## src/logic/dpmc_pkg.sv

```systemverilog
// constants for the pll mode-control word two block
package dpmc_pkg;
  // bus geometry
  localparam int unsigned ADDR_W         = 8;
  localparam int unsigned DATA_W         = 32;
  // register byte addresses
  localparam logic [7:0]  ADDR_MODE_TWO  = 8'h00;  // pll_mode_word_two
  localparam logic [7:0]  ADDR_MODE_ONE  = 8'h04;  // holds net_ref_out_en only
  localparam logic [7:0]  ADDR_STATUS    = 8'h08;  // read-only block state
  // reset values
  localparam logic [15:0] MODE_TWO_RST   = 16'h0000;
  localparam logic [15:0] MODE_ONE_RST   = 16'h0000;
  // bits that hold storage; 15..12 and 2 read as zero
  localparam logic [15:0] MODE_TWO_MASK  = 16'h0FFB;
  localparam logic [15:0] MODE_ONE_MASK  = 16'h8000;
  // field positions in pll_mode_word_two
  localparam int unsigned HOLD_RST_BIT   = 11;
  localparam int unsigned TIE_RST_BIT    = 10;
  localparam int unsigned FAIL_SEL_LSB   = 8;
  localparam int unsigned B_FAIL_EN_BIT  = 7;
  localparam int unsigned A_FAIL_EN_BIT  = 6;
  localparam int unsigned BUS_INV_BIT    = 5;
  localparam int unsigned NET_DIV_LSB    = 3;
  localparam int unsigned NET_SRC_LSB    = 0;
  // field position in the first mode word
  localparam int unsigned NET_OE_BIT     = 15;
  // status bit positions
  localparam int unsigned ST_HOLDOVER    = 0;
  localparam int unsigned ST_FREERUN     = 1;
  localparam int unsigned ST_PRI_FAIL    = 2;
  localparam int unsigned ST_SEC_FAIL    = 3;
  localparam int unsigned ST_NET_OUT     = 4;
  // divider ratios
  localparam logic [8:0]  DIV_RATIO_193  = 9'h0C1;
  localparam logic [8:0]  DIV_RATIO_256  = 9'h100;
  // bus responses
  localparam logic [1:0]  RESP_OKAY      = 2'h0;
  localparam logic [1:0]  RESP_SLVERR    = 2'h2;
  // failure detect modes
  typedef enum logic [1:0] {
    DPMC_FD_AUTO  = 2'b00,
    DPMC_FD_EXT   = 2'b01,
    DPMC_FD_F_PRI = 2'b10,
    DPMC_FD_F_SEC = 2'b11
  } dpmc_fail_mode_t;
  // network reference divide modes
  typedef enum logic [1:0] {
    DPMC_DIV_PASS = 2'b00,
    DPMC_DIV_193  = 2'b01,
    DPMC_DIV_256  = 2'b10,
    DPMC_DIV_RSVD = 2'b11
  } dpmc_div_mode_t;
endpackage

```

## src/logic/dpmc_mode_ctrl.sv

```systemverilog
// pll mode-control word two with its axi4-lite register port
`timescale 1ns/1ps
`default_nettype none
module dpmc_mode_ctrl
  import dpmc_pkg::*;
(
  // clock and reset
  input  wire logic        clk,
  input  wire logic        sys_rst,
  // axi4-lite write address
  input  wire logic [7:0]  s_axi_awaddr,
  input  wire logic        s_axi_awvalid,
  output logic             s_axi_awready,
  // axi4-lite write data
  input  wire logic [31:0] s_axi_wdata,
  input  wire logic [3:0]  s_axi_wstrb,
  input  wire logic        s_axi_wvalid,
  output logic             s_axi_wready,
  // axi4-lite write response
  output logic [1:0]       s_axi_bresp,
  output logic             s_axi_bvalid,
  input  wire logic        s_axi_bready,
  // axi4-lite read address
  input  wire logic [7:0]  s_axi_araddr,
  input  wire logic        s_axi_arvalid,
  output logic             s_axi_arready,
  // axi4-lite read data
  output logic [31:0]      s_axi_rdata,
  output logic [1:0]       s_axi_rresp,
  output logic             s_axi_rvalid,
  input  wire logic        s_axi_rready,
  // pll state and controls
  input  wire logic        pll_in_holdover,
  output logic             holdover_mem_reset,
  output logic             force_freerun,
  output logic             tie_correction_reset,
  // failure detection
  input  wire logic        monitor_pri_fail,
  input  wire logic        monitor_sec_fail,
  input  wire logic        primary_loss_in,
  input  wire logic        secondary_loss_in,
  output logic             pri_ref_failed,
  output logic             sec_ref_failed,
  output logic             force_pri_ref,
  output logic             force_sec_ref,
  // clock fail pins
  input  wire logic        a_fail_level,
  input  wire logic        b_fail_level,
  output logic             a_fail_out,
  output logic             a_fail_out_oe,
  output logic             b_fail_out,
  output logic             b_fail_out_oe,
  // backplane references
  input  wire logic        bus_ref_in_one,
  input  wire logic        bus_ref_in_two,
  output logic             bus_ref_one_pll,
  output logic             bus_ref_two_pll,
  // network reference
  input  wire logic [3:0]  local_ref_in,
  output logic             net_ref_out,
  output logic             net_ref_out_oe
);
  // register bus state
  logic        aw_hold_q, aw_hold_d;    // write address captured
  logic [7:0]  aw_addr_q, aw_addr_d;
  logic        w_hold_q,  w_hold_d;     // write data captured
  logic [31:0] w_data_q,  w_data_d;
  logic [3:0]  w_strb_q,  w_strb_d;
  logic        awready_q, awready_d;
  logic        wready_q,  wready_d;
  logic        bvalid_q,  bvalid_d;
  logic [1:0]  bresp_q,   bresp_d;
  logic        arready_q, arready_d;
  logic        rvalid_q,  rvalid_d;
  logic [31:0] rdata_q,   rdata_d;
  logic [1:0]  rresp_q,   rresp_d;
  // software-visible words
  logic [15:0] mode_two_q, mode_two_d;  // pll_mode_word_two
  logic [15:0] mode_one_q, mode_one_d;  // net_ref_out_en lives here
  logic        restart_q,  restart_d;   // divider restart strobe
  // combinational helpers
  logic        aw_take;                 // address handshake this edge
  logic        w_take;                  // data handshake this edge
  logic        wr_fire;                 // both halves present
  logic [7:0]  wr_addr;
  logic [31:0] wr_data;
  logic [3:0]  wr_strb;
  logic [15:0] wr_word;                 // byte-lane merged value
  logic [15:0] status;                  // live block state

  // merge byte lanes into a 16-bit word
  function automatic logic [15:0] dpmc_merge(input logic [15:0] old_w,
                                              input logic [31:0] data,
                                              input logic [3:0]  strb,
                                              input logic [15:0] mask);
    logic [15:0] m;
    m = old_w;
    if (strb[0]) m[7:0]  = data[7:0];
    if (strb[1]) m[15:8] = data[15:8];
    return m & mask;
  endfunction

  // true when an address hits a register
  function automatic logic dpmc_mapped(input logic [7:0] a);
    return (a == ADDR_MODE_TWO) || (a == ADDR_MODE_ONE) || (a == ADDR_STATUS);
  endfunction

  // write channel and register file next state
  always_comb begin
    aw_take   = s_axi_awvalid & awready_q;
    w_take    = s_axi_wvalid & wready_q;
    wr_addr   = aw_hold_q ? aw_addr_q : s_axi_awaddr;
    wr_data   = w_hold_q ? w_data_q : s_axi_wdata;
    wr_strb   = w_hold_q ? w_strb_q : s_axi_wstrb;
    wr_fire   = (aw_hold_q | aw_take) & (w_hold_q | w_take);
    aw_hold_d = aw_hold_q | aw_take;
    aw_addr_d = aw_take ? s_axi_awaddr : aw_addr_q;
    w_hold_d  = w_hold_q | w_take;
    w_data_d  = w_take ? s_axi_wdata : w_data_q;
    w_strb_d  = w_take ? s_axi_wstrb : w_strb_q;
    bvalid_d  = bvalid_q & ~s_axi_bready;
    bresp_d   = bresp_q;
    mode_two_d = mode_two_q;
    mode_one_d = mode_one_q;
    restart_d  = 1'b0;
    wr_word    = 16'h0000;
    if (wr_fire) begin  // both halves in: commit and answer
      aw_hold_d = 1'b0;
      w_hold_d  = 1'b0;
      bvalid_d  = 1'b1;
      bresp_d   = dpmc_mapped(wr_addr) ? RESP_OKAY : RESP_SLVERR;
      if (wr_addr == ADDR_MODE_TWO) begin
        // reserved bits are dropped; software should send zero there
        wr_word    = dpmc_merge(mode_two_q, wr_data, wr_strb, MODE_TWO_MASK);
        mode_two_d = wr_word;
        restart_d  = wr_strb[0];  // divider and source sit in low byte
      end else if (wr_addr == ADDR_MODE_ONE) begin
        mode_one_d = dpmc_merge(mode_one_q, wr_data, wr_strb, MODE_ONE_MASK);
      end
    end
    // ready only for a half not yet held and no answer pending
    awready_d = ~aw_hold_d & ~bvalid_d;
    wready_d  = ~w_hold_d & ~bvalid_d;
  end

  // register write channel and words
  always_ff @(posedge clk or posedge sys_rst) begin
    if (sys_rst) begin
      aw_hold_q  <= 1'b0;
      aw_addr_q  <= 8'h00;
      w_hold_q   <= 1'b0;
      w_data_q   <= 32'h00000000;
      w_strb_q   <= 4'h0;
      awready_q  <= 1'b0;
      wready_q   <= 1'b0;
      bvalid_q   <= 1'b0;
      bresp_q    <= RESP_OKAY;
      mode_two_q <= MODE_TWO_RST;
      mode_one_q <= MODE_ONE_RST;
      restart_q  <= 1'b0;
    end else begin
      aw_hold_q  <= aw_hold_d;
      aw_addr_q  <= aw_addr_d;
      w_hold_q   <= w_hold_d;
      w_data_q   <= w_data_d;
      w_strb_q   <= w_strb_d;
      awready_q  <= awready_d;
      wready_q   <= wready_d;
      bvalid_q   <= bvalid_d;
      bresp_q    <= bresp_d;
      mode_two_q <= mode_two_d;
      mode_one_q <= mode_one_d;
      restart_q  <= restart_d;
    end
  end

  // read channel next state
  always_comb begin
    status = 16'h0000;
    status[ST_HOLDOVER] = pll_in_holdover;
    status[ST_FREERUN]  = force_freerun;
    status[ST_PRI_FAIL] = pri_ref_failed;
    status[ST_SEC_FAIL] = sec_ref_failed;
    status[ST_NET_OUT]  = net_ref_out;
    rvalid_d  = rvalid_q & ~s_axi_rready;
    rdata_d   = rdata_q;
    rresp_d   = rresp_q;
    if (s_axi_arvalid & arready_q) begin  // one read in flight at most
      rvalid_d = 1'b1;
      rresp_d  = dpmc_mapped(s_axi_araddr) ? RESP_OKAY : RESP_SLVERR;
      unique case (s_axi_araddr)
        ADDR_MODE_TWO: rdata_d = {16'h0000, mode_two_q};
        ADDR_MODE_ONE: rdata_d = {16'h0000, mode_one_q};
        ADDR_STATUS:   rdata_d = {16'h0000, status};
        default:       rdata_d = 32'h00000000;  // unmapped reads zero
      endcase
    end
    arready_d = ~rvalid_d;
  end

  // register read channel
  always_ff @(posedge clk or posedge sys_rst) begin
    if (sys_rst) begin
      arready_q <= 1'b0;
      rvalid_q  <= 1'b0;
      rdata_q   <= 32'h00000000;
      rresp_q   <= RESP_OKAY;
    end else begin
      arready_q <= arready_d;
      rvalid_q  <= rvalid_d;
      rdata_q   <= rdata_d;
      rresp_q   <= rresp_d;
    end
  end

  // pll-side control flops
  logic       hold_rst_q, hold_rst_d;
  logic       freerun_q,  freerun_d;
  logic       tie_rst_q,  tie_rst_d;
  logic       pri_f_q,    pri_f_d;
  logic       sec_f_q,    sec_f_d;
  logic       f_pri_q,    f_pri_d;
  logic       f_sec_q,    f_sec_d;
  logic [3:0] fail_pin_q, fail_pin_d;   // a out, a oe, b out, b oe
  logic [1:0] bus_ref_q,  bus_ref_d;
  logic       net_oe_q,   net_oe_d;
  logic [1:0] fd_mode;

  // control decode from the stored words and the live pll-side inputs
  always_comb begin
    fd_mode    = mode_two_q[FAIL_SEL_LSB +: 2];
    hold_rst_d = mode_two_q[HOLD_RST_BIT];
    // a pulse or level while in holdover drops the loop to freerun
    freerun_d  = mode_two_q[HOLD_RST_BIT] & pll_in_holdover;
    // slave timing needs this held high by software
    tie_rst_d  = mode_two_q[TIE_RST_BIT];
    pri_f_d    = 1'b0;
    sec_f_d    = 1'b0;
    f_pri_d    = 1'b0;
    f_sec_d    = 1'b0;
    unique case (fd_mode)
      DPMC_FD_AUTO: begin  // internal monitor
        pri_f_d = monitor_pri_fail;
        sec_f_d = monitor_sec_fail;
      end
      DPMC_FD_EXT: begin  // external loss pins
        pri_f_d = primary_loss_in;
        sec_f_d = secondary_loss_in;
      end
      DPMC_FD_F_PRI: f_pri_d = 1'b1;
      DPMC_FD_F_SEC: f_sec_d = 1'b1;
    endcase
    fail_pin_d = {a_fail_level, mode_two_q[A_FAIL_EN_BIT],
                  b_fail_level, mode_two_q[B_FAIL_EN_BIT]};
    bus_ref_d  = {bus_ref_in_two, bus_ref_in_one}
                 ^ {2{mode_two_q[BUS_INV_BIT]}};
    net_oe_d   = mode_one_q[NET_OE_BIT];
  end

  // register pll-side controls; adds one cycle to every path
  always_ff @(posedge clk or posedge sys_rst) begin
    if (sys_rst) begin
      hold_rst_q <= 1'b0;
      freerun_q  <= 1'b0;
      tie_rst_q  <= 1'b0;
      pri_f_q    <= 1'b0;
      sec_f_q    <= 1'b0;
      f_pri_q    <= 1'b0;
      f_sec_q    <= 1'b0;
      fail_pin_q <= 4'h0;
      bus_ref_q  <= 2'h0;
      net_oe_q   <= 1'b0;
    end else begin
      hold_rst_q <= hold_rst_d;
      freerun_q  <= freerun_d;
      tie_rst_q  <= tie_rst_d;
      pri_f_q    <= pri_f_d;
      sec_f_q    <= sec_f_d;
      f_pri_q    <= f_pri_d;
      f_sec_q    <= f_sec_d;
      fail_pin_q <= fail_pin_d;
      bus_ref_q  <= bus_ref_d;
      net_oe_q   <= net_oe_d;
    end
  end

  // network reference: pick a local input, then divide
  dpmc_net_ref_div u_div (
    .clk      (clk),
    .sys_rst  (sys_rst),
    .div_mode (mode_two_q[NET_DIV_LSB +: 2]),
    .restart  (restart_q),
    .ref_in   (local_ref_in[mode_two_q[NET_SRC_LSB +: 2]]),
    .ref_out  (net_ref_out)
  );

  // outputs straight from flops
  assign s_axi_awready        = awready_q;
  assign s_axi_wready         = wready_q;
  assign s_axi_bvalid         = bvalid_q;
  assign s_axi_bresp          = bresp_q;
  assign s_axi_arready        = arready_q;
  assign s_axi_rvalid         = rvalid_q;
  assign s_axi_rdata          = rdata_q;
  assign s_axi_rresp          = rresp_q;
  assign holdover_mem_reset   = hold_rst_q;
  assign force_freerun        = freerun_q;
  assign tie_correction_reset = tie_rst_q;
  assign pri_ref_failed       = pri_f_q;
  assign sec_ref_failed       = sec_f_q;
  assign force_pri_ref        = f_pri_q;
  assign force_sec_ref        = f_sec_q;
  assign a_fail_out           = fail_pin_q[3];
  assign a_fail_out_oe        = fail_pin_q[2];
  assign b_fail_out           = fail_pin_q[1];
  assign b_fail_out_oe        = fail_pin_q[0];
  assign bus_ref_one_pll      = bus_ref_q[0];
  assign bus_ref_two_pll      = bus_ref_q[1];
  assign net_ref_out_oe       = net_oe_q;
endmodule
`default_nettype wire

```

## src/logic/dpmc_net_ref_div.sv

```systemverilog
// divider for the network reference output
`timescale 1ns/1ps
`default_nettype none
module dpmc_net_ref_div
  import dpmc_pkg::*;
(
  // clock and reset
  input  wire logic       clk,
  input  wire logic       sys_rst,
  // control
  input  wire logic [1:0] div_mode,
  input  wire logic       restart,
  // reference in, divided out
  input  wire logic       ref_in,
  output logic            ref_out
);
  logic       ref_q;    // previous reference level
  logic       ref_d;
  logic [8:0] cnt_q;    // edges seen in this period
  logic [8:0] cnt_d;
  logic       out_q;    // output flop
  logic       out_d;
  logic [8:0] ratio;    // edges per output period
  logic       rise;     // rising edge of reference

  // counter and output next state
  always_comb begin
    ratio = (div_mode == DPMC_DIV_193) ? DIV_RATIO_193 : DIV_RATIO_256;
    rise  = ref_in & ~ref_q;
    ref_d = ref_in;
    cnt_d = cnt_q;
    out_d = out_q;
    if (restart) begin  // fresh full period after a change
      cnt_d = 9'h000;
      out_d = 1'b0;
    end else begin
      unique case (div_mode)
        DPMC_DIV_PASS: begin  // straight through
          cnt_d = 9'h000;
          out_d = ref_in;
        end
        DPMC_DIV_193, DPMC_DIV_256: begin  // divide by 193 or 256
          if (rise) begin
            cnt_d = (cnt_q == ratio - 9'h001) ? 9'h000 : cnt_q + 9'h001;
          end
          // high for the first half, odd ratio gives the short half high
          out_d = (cnt_d < {1'b0, ratio[8:1]}) && (ratio != 9'h000);
        end
        DPMC_DIV_RSVD: begin  // reserved code parks the output low
          cnt_d = 9'h000;
          out_d = 1'b0;
        end
      endcase
    end
  end

  // register the divider
  always_ff @(posedge clk or posedge sys_rst) begin
    if (sys_rst) begin
      ref_q <= 1'b0;
      cnt_q <= 9'h000;
      out_q <= 1'b0;
    end else begin
      ref_q <= ref_d;
      cnt_q <= cnt_d;
      out_q <= out_d;
    end
  end

  assign ref_out = out_q;
endmodule
`default_nettype wire

```

## config.mk

```make
export PLATFORM = sky130hd
export DESIGN_NAME = dpmc_mode_ctrl
export DESIGN_NICKNAME = d
export VERILOG_FILES = /design/src/logic/dpmc_pkg.sv /design/src/logic/dpmc_mode_ctrl.sv /design/src/logic/dpmc_net_ref_div.sv
export SDC_FILE = /design/constraint.sdc
export NUM_CORES = 1
export LEC_CHECK = 0
export BUFFER_PORTS_ARGS = -buffer_cell sky130_fd_sc_hd__buf_4
export CAP_MARGIN = 20
export CORE_UTILIZATION = 40
export DETAILED_ROUTE_END_ITERATION = 8
export GPL_TIMING_DRIVEN = 0
export PLACE_DENSITY = 0.7
export SYNTH_ARGS = -nofsm -noshare
export SYNTH_HDL_FRONTEND = slang
export SYNTH_SLANG_ARGS = --single-unit
```

## constraint.sdc

```tcl
create_clock -name clk -period 3.1 [get_ports clk]
set_clock_uncertainty 0.05 [all_clocks]
set_input_delay 0 -clock clk [delete_from_list [all_inputs] [get_ports clk]]
set_output_delay 0 -clock clk [all_outputs]
set_load 0.03 [all_outputs]
```

== Yosys cells after proc, flatten, opt, wreduce, memory -nomap -nowiden ==
Index checks and enable logic that the tools add are counted.

* $add $sub $neg: 2
* Order comparisons: 2
* Equality and inequality tests: 11
* Muxes and demuxes: 27
* Bitwise operators: 21
* Reductions and logical operators: 15

{| class="wikitable"
|+ Operator list
! operator !! count
|-
| 9-bit 2-to-1 mux || 6
|-
| 16-bit one-hot mux with 3 select lines || 1
|-
| 9-bit one-hot mux with 2 select lines || 1
|-
| 8-bit by 3-bit == test with 1-bit output, second input constant || 2
|-
| 8-bit by 4-bit == test with 1-bit output, second input constant || 2
|-
| 8-bit logical NOT || 2
|-
| 16-bit 2-to-1 mux || 1
|-
| 1-bit AND || 10
|-
| 1-bit 2-to-1 mux || 10
|-
| 9-bit by 1-bit adder with 9-bit output, second input constant || 1
|-
| 9-bit == test || 1
|-
| 9-bit by 8-bit less-than comparator with 1-bit output || 1
|-
| 9-bit nonzero test || 1
|-
| 9-bit by 1-bit subtractor with 9-bit output, second input constant || 1
|-
| 2-bit == test, second input constant || 4
|-
| 8-bit 2-to-1 mux || 1
|-
| 1-bit NOT || 8
|-
| 2-bit 2-to-1 mux || 3
|-
| 3-bit AND reduction || 2
|-
| 2-bit by 1-bit == test with 1-bit output, second input constant || 2
|-
| 2-bit logical NOT || 2
|-
| 1-bit logical OR || 4
|-
| 1-bit one-hot mux with 2 select lines || 2
|-
| 4-bit AND reduction || 1
|-
| 7 further kinds || 9
|}

* Bits in registers: 107
* Input bits: 72
* Output and inout port bits: 56
* Word-level logic and storage cells: 108

== Depth between registers and ports, before layout ==
* Depth in word-level cells: 12
* Mapped depth: 11
* Depth with buffers taken out: 11

== Cells and area by module ==
Synthesis repeated with hierarchy kept, for this count alone.

* Cell total of the unflattened synthesis: 306
* Area total of the unflattened synthesis: 3753.6 µm²

{| class="wikitable"
|+ Modules (own cells, without submodules)
! module !! instances !! cells each !! area each (µm²) !! sequential area each (µm²)
|-
| dpmc_mode_ctrl || 1 || 230 || 3035.4 || 1776.7
|-
| dpmc_net_ref_div || 1 || 76 || 718.2 || 275.3
|}

== Worst setup path before layout ==
OpenSTA, ideal clock, no wires.

* Path type: register -> register
* Start: reg mode_two_q[4]
* End: reg u_div.out_q (netlist: u_div.ref_out)
* Setup time: 0.083 ns
* Data arrival time: 2.268 ns
* Data required time: 2.967 ns
* Path slack: 0.699 ns
* Cell stages (with the launch flop): 12
* Path buffers: 0
* Clock period less this slack: 2.401 ns
* Cells stage by stage: dfrtp_1 inv_1 ha_1 nor3b_1 a32o_1 a21boi_0 o21ai_0 nand2_1 ha_1 or3_1 a221o_1 o21ai_0

* Word-level cells in the longest chain between the ends: 12
* Elaborated cells on any way between the ends: 17
* Classes of those cells: 1 x add/sub; 1 x order compare; 4 x eq/ne; 7 x mux; 4 x reduce/logical

{| class="wikitable"
|+ Ends and longest elaborated chain
! item !! line !! text
|-
| start: declaration || dpmc_mode_ctrl.sv:78 || <nowiki>logic [15:0] mode_two_q, mode_two_d;</nowiki>
|-
| start signal: assignment || dpmc_mode_ctrl.sv:171 || <nowiki>mode_two_q <= mode_two_d;</nowiki>
|-
| 2-bit by 1-bit == test with 1-bit output || dpmc_net_ref_div.sv:28, dpmc_net_ref_div.sv:37 ||
|-
| 9-bit 2-to-1 mux || dpmc_net_ref_div.sv:28 || <nowiki>ratio = (div_mode == DPMC_DIV_193) ? DIV_RATIO_193 : DIV_RATIO_256;</nowiki>
|-
| 9-bit by 1-bit subtractor with 9-bit output || dpmc_net_ref_div.sv:44 || <nowiki>cnt_d = (cnt_q == ratio - 9'h001) ? 9'h000 : cnt_q + 9'h001;</nowiki>
|-
| 9-bit == test || dpmc_net_ref_div.sv:44 ||
|-
| 9-bit 2-to-1 mux || dpmc_net_ref_div.sv:44 ||
|-
| 9-bit 2-to-1 mux || dpmc_net_ref_div.sv:43 || <nowiki>if (rise) begin</nowiki>
|-
| 9-bit 2-to-1 mux || dpmc_net_ref_div.sv:37 || <nowiki>unique case (div_mode)</nowiki>
|-
| 9-bit 2-to-1 mux || dpmc_net_ref_div.sv:33 || <nowiki>if (restart) begin</nowiki>
|-
| 9-bit by 8-bit less-than comparator with 1-bit output || dpmc_net_ref_div.sv:47 || <nowiki>out_d = (cnt_d < {1'b0, ratio[8:1]}) && (ratio != 9'h000);</nowiki>
|-
| 1-bit logical AND || dpmc_net_ref_div.sv:47 ||
|-
| 1-bit one-hot mux with 3 select lines (*) || dpmc_net_ref_div.sv:37 ||
|-
| 1-bit 2-to-1 mux (*) || dpmc_net_ref_div.sv:33 ||
|-
| net u_div.out_d || dpmc_net_ref_div.sv:22 || <nowiki>logic out_d;</nowiki>
|-
| end signal: assignment || dpmc_net_ref_div.sv:66 || <nowiki>out_q <= out_d;</nowiki>
|-
| end: declaration || dpmc_net_ref_div.sv:21 || <nowiki>logic out_q;</nowiki>
|}

Mark *: on every way through the listed nets, which the timed path passes. The rest lies on a longest branch. The select of a mux whose other input is x is not followed.
A chain may end at the register's enable or synchronous reset.

== Worst setup path in the final report ==
Same ends and word-level chain as after synthesis.

==> run_results.csv <==
group,metric,value,unit
place,gp_congestion,0.772,
sta,rsz0062_at_grt,"false",
die,row_count,34,
global_routing,grt_max_degree,68,
die,die_w,98.8,um
critical_path,required,3.33,ns
synth,ys.flop_type,"dfrtp_1",
layout,layout_common_cells,"buf_4, dfrtp_1, mux2_2",
global_routing,grt_pass1_vias,2923,
critical_path,worstPathMaxFanout,6,
global_routing,grt.total_usage,17.8,%
cts,cts_buffers,9,
cts,root_buffer,"clkbuf_8",
cts,ctsResizeCount,0,
drt,ant_nets,0,
sta,slew_headroom,56.9,%
die,dieArea,9760,sq um
layout,drive_gt1_share,36.8,%
drt,drt_wl_total,8140,um
cts,htree_levels,3,
layout,layout.nets,539,
layout,syn_to_final_growth,38.8,%
drt,drt_iter0_drc,124,
place,io_buffer_count,83,
drt,route.met2.wl,3820,um
cts,clkTransAtPathRegs,0.08,ns
global_routing,grt_antenna_before_repair,0,
sta,fin_crit_sh,88.9,%
power,power_density,589,nW/um^2
critical_path,cp-start-kind,"flip-flop",
synth,synth-edff-count,0,
cts,clock_latency,0.35,ns
die,fp.dieH,98.8,um
layout,final_util,58.5,%
sta,worstMarginPinSlew,0.642,ns
drt,routedLengthMet1,3670,um
drt,wire_per_inst,14.2,um
synth,netlist_instances,308,
critical_path,path_class,"flip-flop to flip-flop",
cts,hold_buffers,38,
critical_path,cp-end-kind,"flip-flop",
power,p_leak,2.54,nW
drt,route.top_layer_used,"met4",
die,start_util,42.2,%
synth,syn_area_per_cell,12.2,sq um
sta,hold_violations,0,
die,core,8890,sq um
place,dpl_cell_area,4610,sq um
synth,synthArstFlopShare,100,%
sta,fmax,363,MHz
drt,routed-via-count,2814,
drt,drc_errors,0,
cts,cts_tree,"yes",
sta,setup_viol,0,
run,drv_cap,0,
drt,routed_via_density,4.89,
synth,netlist_area,3750,sq um
sta,period_needed,2.76,ns
synth,ys_seq_area_share,54.7,%
layout,diodes,0,
sta,slew_viol_final,0,
run_status,outcome,"finished clean",
drt,firstDrtPassIters,4,
synth,ys_ff_latch,82,
die,io_pins,128,
synth,ys_types,42,
critical_path,arrival,2.98,ns
synth,yosysWarningCount,0,
cts,max-clock-path-buffers,2,
layout,design_area,5200,sq um
layout,final_common_cell,"buf_4",
cts,cts_setup_buffers,0,
hold_path,hp-class,"primary input to flip-flop",
drt,wl_met3,505,um
cts,cts_sinks,82,
power,ir_drop,0.405,mV
global_routing,grt_pass1_wl,13500,um
global_routing,grt.overflow.total,0,
place,hpwl,5780,um
[cell usage after synthesis, types with 2 or more instances]
library cell	instances	area share [%]
xor2_1	2	0.47
a21oi_1	10	1.3
and2_1	5	0.83
mux2i_1	15	4.0
buf_1	2	0.20
and3_1	2	0.33
ha_1	5	1.7
o21ai_0	15	2.0
a32o_1	4	1.1
nor3b_1	5	1.0
nor2b_1	5	0.83
buf_4	21	4.2
dfrtp_1	82	55
mux2_2	40	12
a2bb2oi_1	2	0.47
nand2b_1	3	0.50
or3_1	5	0.83
a22o_1	7	1.6
inv_1	8	0.80
nand2_1	20	2.0
nor4_1	3	0.50
mux2_4	5	2.0
nor2_1	15	1.5
nor3_1	6	0.80
clkbuf_1	4	0.40
[worst max-delay path, stage by stage (launching register included)]
cell and delay (ns):
dfrtp_1 0.40, inv_1 0.10, ha_1 0.23, nor3b_1 0.23, a32o_1 0.28, a21boi_0 0.11, o21ai_0 0.21, nand2_1 0.09
ha_1 0.18, or3_1 0.37, a221o_1 0.28, o21ai_0 0.15
[sequential cells by signal, indices dropped and copies added (netlist names), 2 cells and up]
signal / count
aw_addr_q: 8
mode_two_q: 11
u_div.cnt_q: 9
w_data_q: 12
fail_pin_q: 4
w_strb_q: 2
bus_ref_q: 2
s_axi_rdata: 13
[area by class of cell]
cell class / instances / area [sq um]
fillers: 781 / 3690
flip-flops and latches: 82 / 2050
multi-input cells: 210 / 1550
repair buffers: 123 / 1040
plain buffers: 28 / 191
clock buffers: 10 / 138
well taps: 108 / 135
clock inverters: 6 / 66.3
inverters: 8 / 32.5
[layer usage]
layer	GRT usage (%)	vias up
met1	22.7	1337
met3	5.04	14
met2	28.9	101
met4	6.77	0
li1	-	1362
met5	0	-
[path summary, 6_finish.rpt]
kind	from	end	slack, ns	cells past startpoint
max	mode_two_q[4]$_DFFE_PP0P_	u_div.ref_out$_DFF_PP0_	0.34	11
min	s_axi_araddr[3]	s_axi_rdata[2]$_DFFE_PP0P_	0.02	3
max in group asynchronous	sys_rst	aw_addr_q[3]$_DFFE_PP0P_	2.33	4
min in group asynchronous	sys_rst	u_div.cnt_q[0]$_DFFE_PP0P_	0.08	3
min reg2reg	mode_two_q[10]$_DFFE_PP0P_	tie_correction_reset$_DFF_PP0_	0.37	0
max reg2reg	mode_two_q[4]$_DFFE_PP0P_	u_div.ref_out$_DFF_PP0_	0.34	11
[stage by stage]
step / cells / hold WS (ns) / TNS [ns] / power (mW) / worst slack [ns]
floorplan: 328 / -0.0186 / 0 / 2.01 / 0.699
global placement: 519 / 0.0605 / -8.40 / 2.23 / -0.108
detailed placement: 520 / -0.0924 / 0 / 2.27 / 0.352
CTS: 574 / 0.00102 / 0 / 3.10 / 0.351
global route: 575 / 0.0814 / 0 / 3.24 / 0.128
finish: 575 / 0.0193 / 0 / 3.07 / 0.345
[power breakdown]
group / internal (mW) / leakage [nW] / switching, mW
registers: 1.29 / 1.05 / 0.127
logic: 0.452 / 1.40 / 0.417
clock network: 0.394 / 0.0945 / 0.390
[cell families (layout without fill, tap and decap cells)]
kind of cell,count (synthesis),in the layout,synth area share (%)
adder cells (fa/ha/maj),5,5,1.67
flip-flops,82,82,54.7
other,1,21,0.100
multiplexers,60,60,18.0
XOR/XNOR,2,2,0.467
AND/OR/NAND/NOR,76,76,10.5
AO/OA/AOI/OAI,46,46,8.58
buffers and inverters,36,175,5.91
Power figures use the tool's default switching activity.
